==> src/ost_defs_svh_defs.svh <==
// Register map, field positions, reset values and clock figures of the one-shot timer
`ifndef OST_DEFS_SVH
`define OST_DEFS_SVH

`define OST_ADDR_W          4
`define OST_REG_CLK_GATE    4'h0
`define OST_REG_PRESCALE    4'h1
`define OST_REG_MODE_M      4'h2
`define OST_REG_MODE_S      4'h3
`define OST_REG_DATA_M      4'h4
`define OST_REG_DATA_S      4'h5
`define OST_REG_START       4'h6
`define OST_REG_STOP        4'h7
`define OST_REG_ENABLE      4'h8
`define OST_REG_OUT_CTRL    4'h9
`define OST_REG_COUNT_M     4'hA
`define OST_REG_COUNT_S     4'hB

`define OST_GATE_BIT        0
`define OST_PRS0_MSB        3
`define OST_PRS0_LSB        0
`define OST_PRS1_MSB        7
`define OST_PRS1_LSB        4
`define OST_PRS2_MSB        9
`define OST_PRS2_LSB        8
`define OST_PRS3_MSB        13
`define OST_PRS3_LSB        12
`define OST_PRESCALE_MASK   16'h33FF

`define OST_CKS_MSB         15
`define OST_CKS_LSB         14
`define OST_CCS_BIT         12
`define OST_STS_MSB         10
`define OST_STS_LSB         8
`define OST_MD_MSB          3
`define OST_MD_HI_LSB       1
`define OST_MD_LOW_BIT      0
`define OST_MODE_MASK       16'hD7CF
`define OST_MD_ONE_COUNT    3'h4
`define OST_STS_SOFTWARE    3'h0
`define OST_STS_MASTER      3'h4
`define OST_CKS_CK0         2'h0
`define OST_CKS_CK2         2'h1
`define OST_CKS_CK1         2'h2
`define OST_CKS_CK3         2'h3

`define OST_CH_MASTER_BIT   0
`define OST_CH_SLAVE_BIT    3
`define OST_OUT_MODE_BIT    0
`define OST_OUT_EN_BIT      1
`define OST_OUT_SW_BIT      2

`define OST_GATE_RESET      8'h00
`define OST_WORD_RESET      16'h0000

`define OST_SRC_CLK_HZ      32000000
`define OST_PULSE_WIDTH     16'h1900

`endif

==> src/ost_pkg.sv <==
// Shared types of the one-shot timer
package ost_pkg;
    typedef logic [15:0] ost_word_t;
    typedef logic [3:0]  ost_tick_t;
    typedef enum logic [0:0] {OST_IDLE, OST_COUNTING} ost_ch_state_e;
endpackage

==> src/ost_channel.sv <==
// One timer channel in one-count mode: load on start, count down, interrupt at the end
module ost_channel #(
    parameter int CNT_W = 16
) (
    input  wire logic             clk,
    input  wire logic             reset_n,
    input  wire logic             enable,
    input  wire logic             one_count,
    input  wire logic             restart_ok,
    input  wire logic             start,
    input  wire logic             tick,
    input  wire logic [CNT_W-1:0] data,
    output logic                  irq,
    output logic                  busy,
    output logic [CNT_W-1:0]      count
);
    typedef struct packed {
        ost_pkg::ost_ch_state_e state;
        logic [CNT_W-1:0]       count;
        logic                   irq;
    } ost_ch_s;

    if (CNT_W < 2) begin : g_bad_cnt
        $error("CNT_W must be at least 2");
    end

    ost_ch_s q;
    ost_ch_s d;

    always_comb begin
        d     = q;
        d.irq = 1'b0;
        case (q.state)
            ost_pkg::OST_IDLE: begin
                if (enable && one_count && start) begin
                    // A zero load ends the count at once, giving the no-delay start
                    if (data == '0) begin
                        d.irq = 1'b1;
                    end else begin
                        d.count = data;
                        d.state = ost_pkg::OST_COUNTING;
                    end
                end
            end
            ost_pkg::OST_COUNTING: begin
                if (!enable || !one_count) begin
                    d.state = ost_pkg::OST_IDLE;
                end else if (start && restart_ok) begin
                    d.irq   = 1'b1;
                    d.count = data;
                    d.state = (data == '0) ? ost_pkg::OST_IDLE : ost_pkg::OST_COUNTING;
                end else if (tick) begin
                    d.count = q.count - CNT_W'(1);
                    if (q.count == CNT_W'(1)) begin
                        d.irq   = 1'b1;
                        d.state = ost_pkg::OST_IDLE;
                    end
                end
            end
            default: begin
                d.state = ost_pkg::OST_IDLE;
            end
        endcase
    end

    always_ff @(posedge clk) begin
        if (!reset_n) begin
            q <= '0;
        end else begin
            q <= d;
        end
    end

    assign irq   = q.irq;
    assign busy  = (q.state == ost_pkg::OST_COUNTING);
    assign count = q.count;
endmodule

==> src/ost_one_shot_timer.sv <==
// Two-channel one-shot pulse timer: register port, clock gate, prescaler, trigger routing and pulse pin
`include "ost_defs_svh_defs.svh"

module ost_one_shot_timer #(
    parameter int CNT_W  = 16,
    parameter int DIV_W  = 16,
    parameter int SRC_HZ = `OST_SRC_CLK_HZ
) (
    input  wire logic                  clk,
    input  wire logic                  reset_n,
    input  wire logic [`OST_ADDR_W-1:0] reg_addr,
    input  wire ost_pkg::ost_word_t     reg_wdata,
    input  wire logic                  reg_wr,
    input  wire logic                  reg_rd,
    output ost_pkg::ost_word_t          reg_rdata,
    input  wire logic                  master_count_in,
    input  wire logic                  slave_count_in,
    output logic                       master_channel_irq,
    output logic                       slave_channel_irq,
    output logic                       slave_pulse_output
);
    // ----------------------------------------------------------------
    // Parameter checks
    // ----------------------------------------------------------------
    if (CNT_W < 2 || CNT_W > 16) begin : g_bad_cnt
        $error("CNT_W must lie between 2 and 16");
    end
    if (DIV_W < 16) begin : g_bad_div
        $error("DIV_W must be at least 16 to serve prescale code 15");
    end
    if (SRC_HZ <= 0) begin : g_bad_hz
        $error("SRC_HZ must be positive");
    end

    // ----------------------------------------------------------------
    // State
    // ----------------------------------------------------------------
    typedef struct packed {
        logic [7:0]         gate;
        ost_pkg::ost_word_t prescale;
        ost_pkg::ost_word_t mode_m;
        ost_pkg::ost_word_t mode_s;
        ost_pkg::ost_word_t data_m;
        ost_pkg::ost_word_t data_s;
        logic               en_m;
        logic               en_s;
        logic               out_mode;
        logic               out_en;
        logic               out_sw;
        logic               pulse;
        logic               mpin;
        logic               spin;
        ost_pkg::ost_word_t rdata;
    } ost_top_s;

    localparam ost_top_s RESET_STATE = '{
        gate:     `OST_GATE_RESET,
        prescale: `OST_WORD_RESET,
        mode_m:   `OST_WORD_RESET,
        mode_s:   `OST_WORD_RESET,
        data_m:   `OST_WORD_RESET,
        data_s:   `OST_WORD_RESET,
        en_m:     1'b0,
        en_s:     1'b0,
        out_mode: 1'b0,
        out_en:   1'b0,
        out_sw:   1'b0,
        pulse:    1'b0,
        mpin:     1'b0,
        spin:     1'b0,
        rdata:    `OST_WORD_RESET
    };

    ost_top_s           q;
    ost_top_s           d;

    logic               run;
    logic               unit_wr;
    logic               sw_start_m;
    logic               sw_start_s;
    logic               sw_stop_m;
    logic               sw_stop_s;
    logic               m_start;
    logic               s_start;
    logic               m_tick;
    logic               s_tick;
    logic               m_one_count;
    logic               s_one_count;
    logic [2:0]         m_sts;
    logic [2:0]         s_sts;
    ost_pkg::ost_tick_t ck;
    logic               m_irq;
    logic               s_irq;
    logic               m_busy;
    logic               s_busy;
    logic [CNT_W-1:0]   m_count;
    logic [CNT_W-1:0]   s_count;

    // ----------------------------------------------------------------
    // Helpers
    // ----------------------------------------------------------------
    function automatic logic opclock(input logic [1:0] cks, input ost_pkg::ost_tick_t t);
        logic sel;
        sel = 1'b0;
        case (cks)
            `OST_CKS_CK0: sel = t[0];
            `OST_CKS_CK2: sel = t[2];
            `OST_CKS_CK1: sel = t[1];
            `OST_CKS_CK3: sel = t[3];
            default:      sel = 1'b0;
        endcase
        return sel;
    endfunction

    // ----------------------------------------------------------------
    // Clock gate and prescaler
    // ----------------------------------------------------------------
    // Gating is done as an enable on register writes, the prescaler, the starts and pin counting instead of a real clock gate,
    // so the unit stays on the single system clock.
    assign run = q.gate[`OST_GATE_BIT];

    ost_prescaler #(
        .DIV_W (DIV_W)
    ) u_prescaler (
        .clk     (clk),
        .reset_n (reset_n),
        .run     (run),
        .select  (q.prescale),
        .tick    (ck)
    );

    // ----------------------------------------------------------------
    // Software triggers
    // ----------------------------------------------------------------
    // Writes to the timer registers need the unit clock, so they are dropped while gated off
    assign unit_wr    = reg_wr && run;
    assign sw_start_m = unit_wr && (reg_addr == `OST_REG_START) && reg_wdata[`OST_CH_MASTER_BIT];
    assign sw_start_s = unit_wr && (reg_addr == `OST_REG_START) && reg_wdata[`OST_CH_SLAVE_BIT];
    assign sw_stop_m  = unit_wr && (reg_addr == `OST_REG_STOP) && reg_wdata[`OST_CH_MASTER_BIT];
    assign sw_stop_s  = unit_wr && (reg_addr == `OST_REG_STOP) && reg_wdata[`OST_CH_SLAVE_BIT];

    assign m_sts       = q.mode_m[`OST_STS_MSB:`OST_STS_LSB];
    assign s_sts       = q.mode_s[`OST_STS_MSB:`OST_STS_LSB];
    assign m_one_count = (q.mode_m[`OST_MD_MSB:`OST_MD_HI_LSB] == `OST_MD_ONE_COUNT);
    assign s_one_count = (q.mode_s[`OST_MD_MSB:`OST_MD_HI_LSB] == `OST_MD_ONE_COUNT);

    // ----------------------------------------------------------------
    // Start routing
    // ----------------------------------------------------------------
    // The master only accepts the software trigger; a master-interrupt source on
    // the master itself would be a loop and is treated as no trigger.
    assign m_start = run && (m_sts == `OST_STS_SOFTWARE) && sw_start_m;

    always_comb begin
        s_start = 1'b0;
        case (s_sts)
            `OST_STS_SOFTWARE: s_start = sw_start_s;
            `OST_STS_MASTER:   s_start = m_irq && q.en_s;
            default:           s_start = 1'b0;
        endcase
        s_start = s_start && run;
    end

    // ----------------------------------------------------------------
    // Count clocks
    // ----------------------------------------------------------------
    // Pin counting uses rising edges only; the pins are taken as synchronous
    always_comb begin
        if (!q.mode_m[`OST_CCS_BIT]) begin
            m_tick = opclock(q.mode_m[`OST_CKS_MSB:`OST_CKS_LSB], ck);
        end else begin
            m_tick = run && master_count_in && !q.mpin;
        end
        if (!q.mode_s[`OST_CCS_BIT]) begin
            s_tick = opclock(q.mode_s[`OST_CKS_MSB:`OST_CKS_LSB], ck);
        end else begin
            s_tick = run && slave_count_in && !q.spin;
        end
    end

    // ----------------------------------------------------------------
    // Channels
    // ----------------------------------------------------------------
    ost_channel #(
        .CNT_W (CNT_W)
    ) u_master (
        .clk        (clk),
        .reset_n    (reset_n),
        .enable     (d.en_m),
        .one_count  (m_one_count),
        .restart_ok (q.mode_m[`OST_MD_LOW_BIT]),
        .start      (m_start),
        .tick       (m_tick),
        .data       (q.data_m[CNT_W-1:0]),
        .irq        (m_irq),
        .busy       (m_busy),
        .count      (m_count)
    );

    ost_channel #(
        .CNT_W (CNT_W)
    ) u_slave (
        .clk        (clk),
        .reset_n    (reset_n),
        .enable     (d.en_s),
        .one_count  (s_one_count),
        .restart_ok (q.mode_s[`OST_MD_LOW_BIT]),
        .start      (s_start),
        .tick       (s_tick),
        .data       (q.data_s[CNT_W-1:0]),
        .irq        (s_irq),
        .busy       (s_busy),
        .count      (s_count)
    );

    // ----------------------------------------------------------------
    // Next state: registers, enables, pulse pin, read port
    // ----------------------------------------------------------------
    always_comb begin
        d       = q;
        d.mpin  = master_count_in;
        d.spin  = slave_count_in;
        d.rdata = `OST_WORD_RESET;

        // The gate register itself is always writable, or the unit could never wake
        if (reg_wr && reg_addr == `OST_REG_CLK_GATE) begin
            d.gate = reg_wdata[7:0];
        end
        if (unit_wr) begin
            case (reg_addr)
                `OST_REG_PRESCALE: d.prescale = reg_wdata & `OST_PRESCALE_MASK;
                `OST_REG_MODE_M:   d.mode_m   = reg_wdata & `OST_MODE_MASK;
                `OST_REG_MODE_S:   d.mode_s   = reg_wdata & `OST_MODE_MASK;
                `OST_REG_DATA_M:   d.data_m   = reg_wdata;
                `OST_REG_DATA_S:   d.data_s   = reg_wdata;
                `OST_REG_OUT_CTRL: begin
                    d.out_mode = reg_wdata[`OST_OUT_MODE_BIT];
                    d.out_en   = reg_wdata[`OST_OUT_EN_BIT];
                    d.out_sw   = reg_wdata[`OST_OUT_SW_BIT];
                end
                default: begin
                end
            endcase
        end

        // Enable status: a start in the same write as a stop wins
        if (sw_stop_m) begin
            d.en_m = 1'b0;
        end
        if (sw_start_m) begin
            d.en_m = 1'b1;
        end
        if (sw_stop_s) begin
            d.en_s = 1'b0;
        end
        if (sw_start_s) begin
            d.en_s = 1'b1;
        end

        // Pulse pin. A set and reset in one cycle leaves the pin high,
        // because the master interrupt also restarts the slave.
        if (!q.out_en) begin
            d.pulse = q.out_sw;
        end else if (q.out_mode) begin
            if (m_irq && run) begin
                d.pulse = 1'b1;
            end else if (s_irq) begin
                d.pulse = 1'b0;
            end
        end else if (s_irq) begin
            d.pulse = !q.pulse;
        end

        if (reg_rd) begin
            case (reg_addr)
                `OST_REG_CLK_GATE: d.rdata = {8'h00, q.gate};
                `OST_REG_PRESCALE: d.rdata = q.prescale;
                `OST_REG_MODE_M:   d.rdata = q.mode_m;
                `OST_REG_MODE_S:   d.rdata = q.mode_s;
                `OST_REG_DATA_M:   d.rdata = q.data_m;
                `OST_REG_DATA_S:   d.rdata = q.data_s;
                `OST_REG_ENABLE: begin
                    d.rdata[`OST_CH_MASTER_BIT] = q.en_m;
                    d.rdata[`OST_CH_SLAVE_BIT]  = q.en_s;
                end
                `OST_REG_OUT_CTRL: begin
                    d.rdata[`OST_OUT_MODE_BIT] = q.out_mode;
                    d.rdata[`OST_OUT_EN_BIT]   = q.out_en;
                    d.rdata[`OST_OUT_SW_BIT]   = q.out_sw;
                    d.rdata[`OST_CH_SLAVE_BIT + 4] = s_busy;
                    d.rdata[`OST_CH_MASTER_BIT + 4] = m_busy;
                end
                `OST_REG_COUNT_M:  d.rdata = 16'(m_count);
                `OST_REG_COUNT_S:  d.rdata = 16'(s_count);
                default:           d.rdata = `OST_WORD_RESET;
            endcase
        end
    end

    always_ff @(posedge clk) begin
        if (!reset_n) begin
            q <= RESET_STATE;
        end else begin
            q <= d;
        end
    end

    // ----------------------------------------------------------------
    // Outputs
    // ----------------------------------------------------------------
    assign reg_rdata          = q.rdata;
    assign master_channel_irq = m_irq;
    assign slave_channel_irq  = s_irq;
    assign slave_pulse_output = q.pulse;
endmodule

==> src/ost_prescaler.sv <==
// Free-running divider producing the four prescaled clock enables
module ost_prescaler #(
    parameter int DIV_W = 16
) (
    input  wire logic              clk,
    input  wire logic              reset_n,
    input  wire logic              run,
    input  wire ost_pkg::ost_word_t select,
    output ost_pkg::ost_tick_t     tick
);
    typedef struct packed {
        logic [DIV_W-1:0] div;
    } ost_pre_s;

    if (DIV_W < 16) begin : g_bad_div
        $error("DIV_W must be at least 16 to serve prescale code 15");
    end

    ost_pre_s         q;
    ost_pre_s         d;
    logic [3:0] [3:0] code;

    always_comb begin
        code[0] = select[`OST_PRS0_MSB:`OST_PRS0_LSB];
        code[1] = select[`OST_PRS1_MSB:`OST_PRS1_LSB];
        code[2] = {2'h0, select[`OST_PRS2_MSB:`OST_PRS2_LSB]};
        code[3] = {2'h0, select[`OST_PRS3_MSB:`OST_PRS3_LSB]};
        d       = q;
        if (run) begin
            d.div = q.div + DIV_W'(1);
        end
    end

    // Code n ticks once every 2**n source cycles; code 0 ticks every cycle
    for (genvar i = 0; i < 4; i++) begin : g_tick
        logic [DIV_W-1:0] mask;
        assign mask    = (DIV_W'(1) << code[i]) - DIV_W'(1);
        assign tick[i] = run && ((q.div & mask) == mask);
    end

    always_ff @(posedge clk) begin
        if (!reset_n) begin
            q <= '0;
        end else begin
            q <= d;
        end
    end
endmodule
==> config.mk <==
export PLATFORM = sky130hd
export DESIGN_NAME = ost_one_shot_timer
export DESIGN_NICKNAME = d
export VERILOG_FILES = /design/src/ost_pkg.sv /design/src/ost_channel.sv /design/src/ost_one_shot_timer.sv /design/src/ost_prescaler.sv
export VERILOG_INCLUDE_DIRS = /design/src
export SDC_FILE = /design/constraint.sdc
export NUM_CORES = 1
export LEC_CHECK = 0
export ABC_AREA = 1
export BUFFER_PORTS_ARGS = -buffer_cell sky130_fd_sc_hd__clkbuf_2
export CORE_ASPECT_RATIO = 1.25
export CORE_MARGIN = 3
export CORE_UTILIZATION = 60
export DETAILED_ROUTE_END_ITERATION = 12
export PLACE_DENSITY = 0.86
export SLEW_MARGIN = 20
export SYNTH_ARGS = -nofsm -noshare
export SYNTH_HDL_FRONTEND = slang
export SYNTH_SLANG_ARGS = --single-unit
==> constraint.sdc <==
create_clock -name clk -period 4 [get_ports clk]
set_clock_uncertainty 0.1 [all_clocks]
set_input_delay 0.6 -clock clk [delete_from_list [all_inputs] [get_ports clk]]
set_output_delay 0.6 -clock clk [all_outputs]
set_load 0.02 [all_outputs]
==> impl_metrics.csv <==
group,metric,value,unit
run_status,status,"finished clean",
die,io_pins,45,
grt,grt_pass1_wl,44400,um
pwr,leakage,3.96,nW
min_path,hold_class,"in2reg",
worst_setup_path,slowest_stage,"dfxtp_1",
final_layout,fin_cells,1559,
die,die_area,0.0161,sq mm
routing,firstDrtPassIters,7,
worst_setup_path,arrival,3.47,ns
worst_setup_path,crit_chain,"clkinv_1, nand2_1, nor2_1, inv_1, ha_1, nand2_2, inv_2, nand2_1, nand2_1, nor2_1, nor2_1, nand3_2, a21oi_2, nand2_2, nand3b_4, nand2_4, nand2_1, nand2_1, nor2_1",
cts,htree_levels,4,
routing,routed_wl,28000,um
worst_setup_path,cp_max_fo,17,
cts,post_cts_resized,0,
cts,clock_latency,0.44,ns
die,die_h,141,um
sta,setup_viol,0,
cts,cts_setup_buffers,0,
yosys,async_flop_share,0,%
sta,worstMarginPinSlew,1.11,ns
yosys,synth.area.top_cells,"dfxtp_1, nand2_1, a21oi_1, inv_1, nor2_1",
final_layout,antenna_cells,0,
cts,clk_pin_slew,0.06,ns
placed_design,io_buffers,44,
die,design.core.area,0.0141,sq mm
worst_setup_path,crit_top_cell,"nand2_1",
placed_design,dp_hpwl,20500,um
worst_setup_path,criticalPathCategory,"reg2reg",
grt,grt_antenna_before_repair,0,
yosys,yosysWarnings,0,
yosys,synth_cells,1371,
final_layout,syn_to_final_growth,7.66,%
cts,cts-buffers-inserted,17,
placed_design,placed_area,0.00892,sq mm
sta,hold_viol_final,0,
yosys,synth_edf_count,0,
cts,cts_root_buf,"clkbuf_16",
routing,vias,9568,
yosys,avgSynthCellArea,6.41,sq um
worst_setup_path,max_stage_delay,0.56,ns
routing,wl_per_cell,17.9,um
grt,grt_usage,34.9,%
final_layout,num-fill-cells,1276,
sta,post-route-period-util,80.3,%
final_layout,drive_gt1_share,8.53,%
cts,numClockSinks,151,
worst_setup_path,cp-end-kind,"register",
placed_design,placed_cells,1529,
routing,dr.first_iter.drc_count,1137,
cts,cts_tree,"built",
placed_design,gp_congestion,1.01,
yosys,yosysTopAreaCell,"dfxtp_1",
sta,slew_headroom,25.9,%
pwr,vdd_ir_drop_max,0.391,mV
grt,grt_pass1_vias,8738,
die,fp-row-count,48,
sta,period_minus_slack,3.21,ns
routing,drtAntennaViolNets,0,
grt,grt_max_degree,117,
yosys,synthFlopType,"dfxtp_1",
flow_run,cap_violations,0,
yosys,ys_seq_area_share,34.4,%
yosys,syn_area,0.00879,sq mm
die,start_util,62.5,%
yosys,synth_top_area_share,34.4,%
sta,rsz0062_at_grt,"no",
worst_setup_path,cp.required,4.26,ns
final_layout,design_area,0.00946,sq mm
pwr,powerDensity,333,mW/mm^2
cts,cts_hold_buf,0,
sta,fmaxAchievable,311,MHz
yosys,synth_fp_nets,1405,
sta,fin_tns_setup,0,ns
cts,clock_path_buffers,2,
worst_setup_path,startpoint_type,"register",
die,fp.dieW,114,um
routing,post-route-drc-count,0,
yosys,ys_types,40,
grt,overflow,0,
yosys,ys_ff_latch,151,
routing,vias_per_cell,6.14,
final_layout,fin_nets,1407,
sta,final-max-slew-violation-count,0,
-- final timing paths --
kind	from	to	slack [ns]	depth (start not counted)
setup / recovery	q[90]$_SDFFE_PN0P_	u_slave.count[10]$_SDFFE_PN0P_	0.79	19
hold / removal	slave_count_in	q[16]$_SDFF_PN0_	0.28	3
setup reg to reg	q[90]$_SDFFE_PN0P_	u_slave.count[10]$_SDFFE_PN0P_	0.79	19
hold reg to reg	q[62]$_SDFFE_PN0P_	q[62]$_SDFFE_PN0P_	0.36	2
-- power breakdown --
group | switching, mW | internal, mW | total (mW)
combinational | 0.0991 | 0.0310 | 0.130
sequential | 0.00312 | 1.51 | 1.51
clock | 0.651 | 0.860 | 1.51
total | 0.753 | 2.40 | 3.15
-- area by class of cell --
type,count,area (sq um),area share (%)
clock inverter,12,105,1.11
timing repair buffer,52,280,2.96
tap,175,219,2.31
inverter,183,687,7.26
multi-input combinational,968,4710,49.8
clock buffer,18,439,4.64
sequential,151,3020,31.9
-- sequential cells by signal, indices dropped and copies added (netlist names) --
name                count
slave_pulse_output      1
reg_rdata              16
u_slave.busy            1
u_master.irq            1
u_master.count         16
m_sts                   3
u_prescaler.q          15
u_slave.count          16
u_slave.irq             1
u_master.busy           1
q                      80
-- stage by stage --
stage	util (%)	hold WS, ns	total power [mW]	setup WS [ns]
floorplan	-	0.330	1.61	1.55
global placement	63.5	0.340	1.67	0.984
detailed placement	63.5	0.347	1.67	0.832
CTS	67.3	0.286	3.15	0.878
global route	67.3	0.292	3.24	0.520
finish	67.3	0.284	3.15	0.788
-- layout by cell type (no fill, tap or decap), types with 6 or more instances in the layout --
cell | Yosys | routed
nand3_1 | 97 | 97
inv_1 | 167 | 167
nor2_1 | 132 | 132
o22ai_1 | 36 | 36
ha_1 | 8 | 8
nor3_1 | 16 | 16
clkinv_1 | 7 | 7
o21ai_0 | 99 | 99
nand2_1 | 286 | 286
a21oi_1 | 190 | 190
a221oi_1 | 8 | 8
dfxtp_1 | 151 | 151
nand4_1 | 21 | 21
nor4_1 | 16 | 16
clkbuf_2 | 0 | 43
xor2_1 | 12 | 12
nor2_4 | 6 | 6
inv_2 | 9 | 9
buf_4 | 21 | 8
nand2_2 | 8 | 8
clkbuf_16 | 0 | 17
-- synth_stat cells, types with 21 or more instances --
cell type / number
a21oi_1: 190
buf_4: 21
clkbuf_1: 34
dfxtp_1: 151
inv_1: 167
nand2_1: 286
nand3_1: 97
nand4_1: 21
nor2_1: 132
o21ai_0: 99
o22ai_1: 36
-- cells by family after synthesis --
group | share of synthesized area, %
adders and majority gates | 1.14
xor gates and xnor gates | 1.20
DFF | 34.4
and+or+nand+nor | 29.4
AOI/OAI and AO/OA | 21.8
buffers and inverters | 12.0
-- routing by layer --
metal / routed length [um] / vias up / global-route usage, % / share of wire (%)
li1: - / 4539 / - / -
met1: 10200 / 4298 / 41.1 / 36
met2: 13000 / 570 / 56.2 / 47
met3: 2570 / 161 / 6.95 / 9.2
met4: 2180 / 0 / 25.0 / 7.8
met5: 0 / - / 0 / 0
-- worst max-delay path: cells and delay by family, from the launching register on --
family	cells	cell delay, ns
AOI/OAI and AO/OA	1	0.26
adders and majority gates	1	0.23
buffers and inverters	3	0.36
and+or+nand+nor	14	1.62
DFF	1	0.56
(Power assumes the default switching activity.)
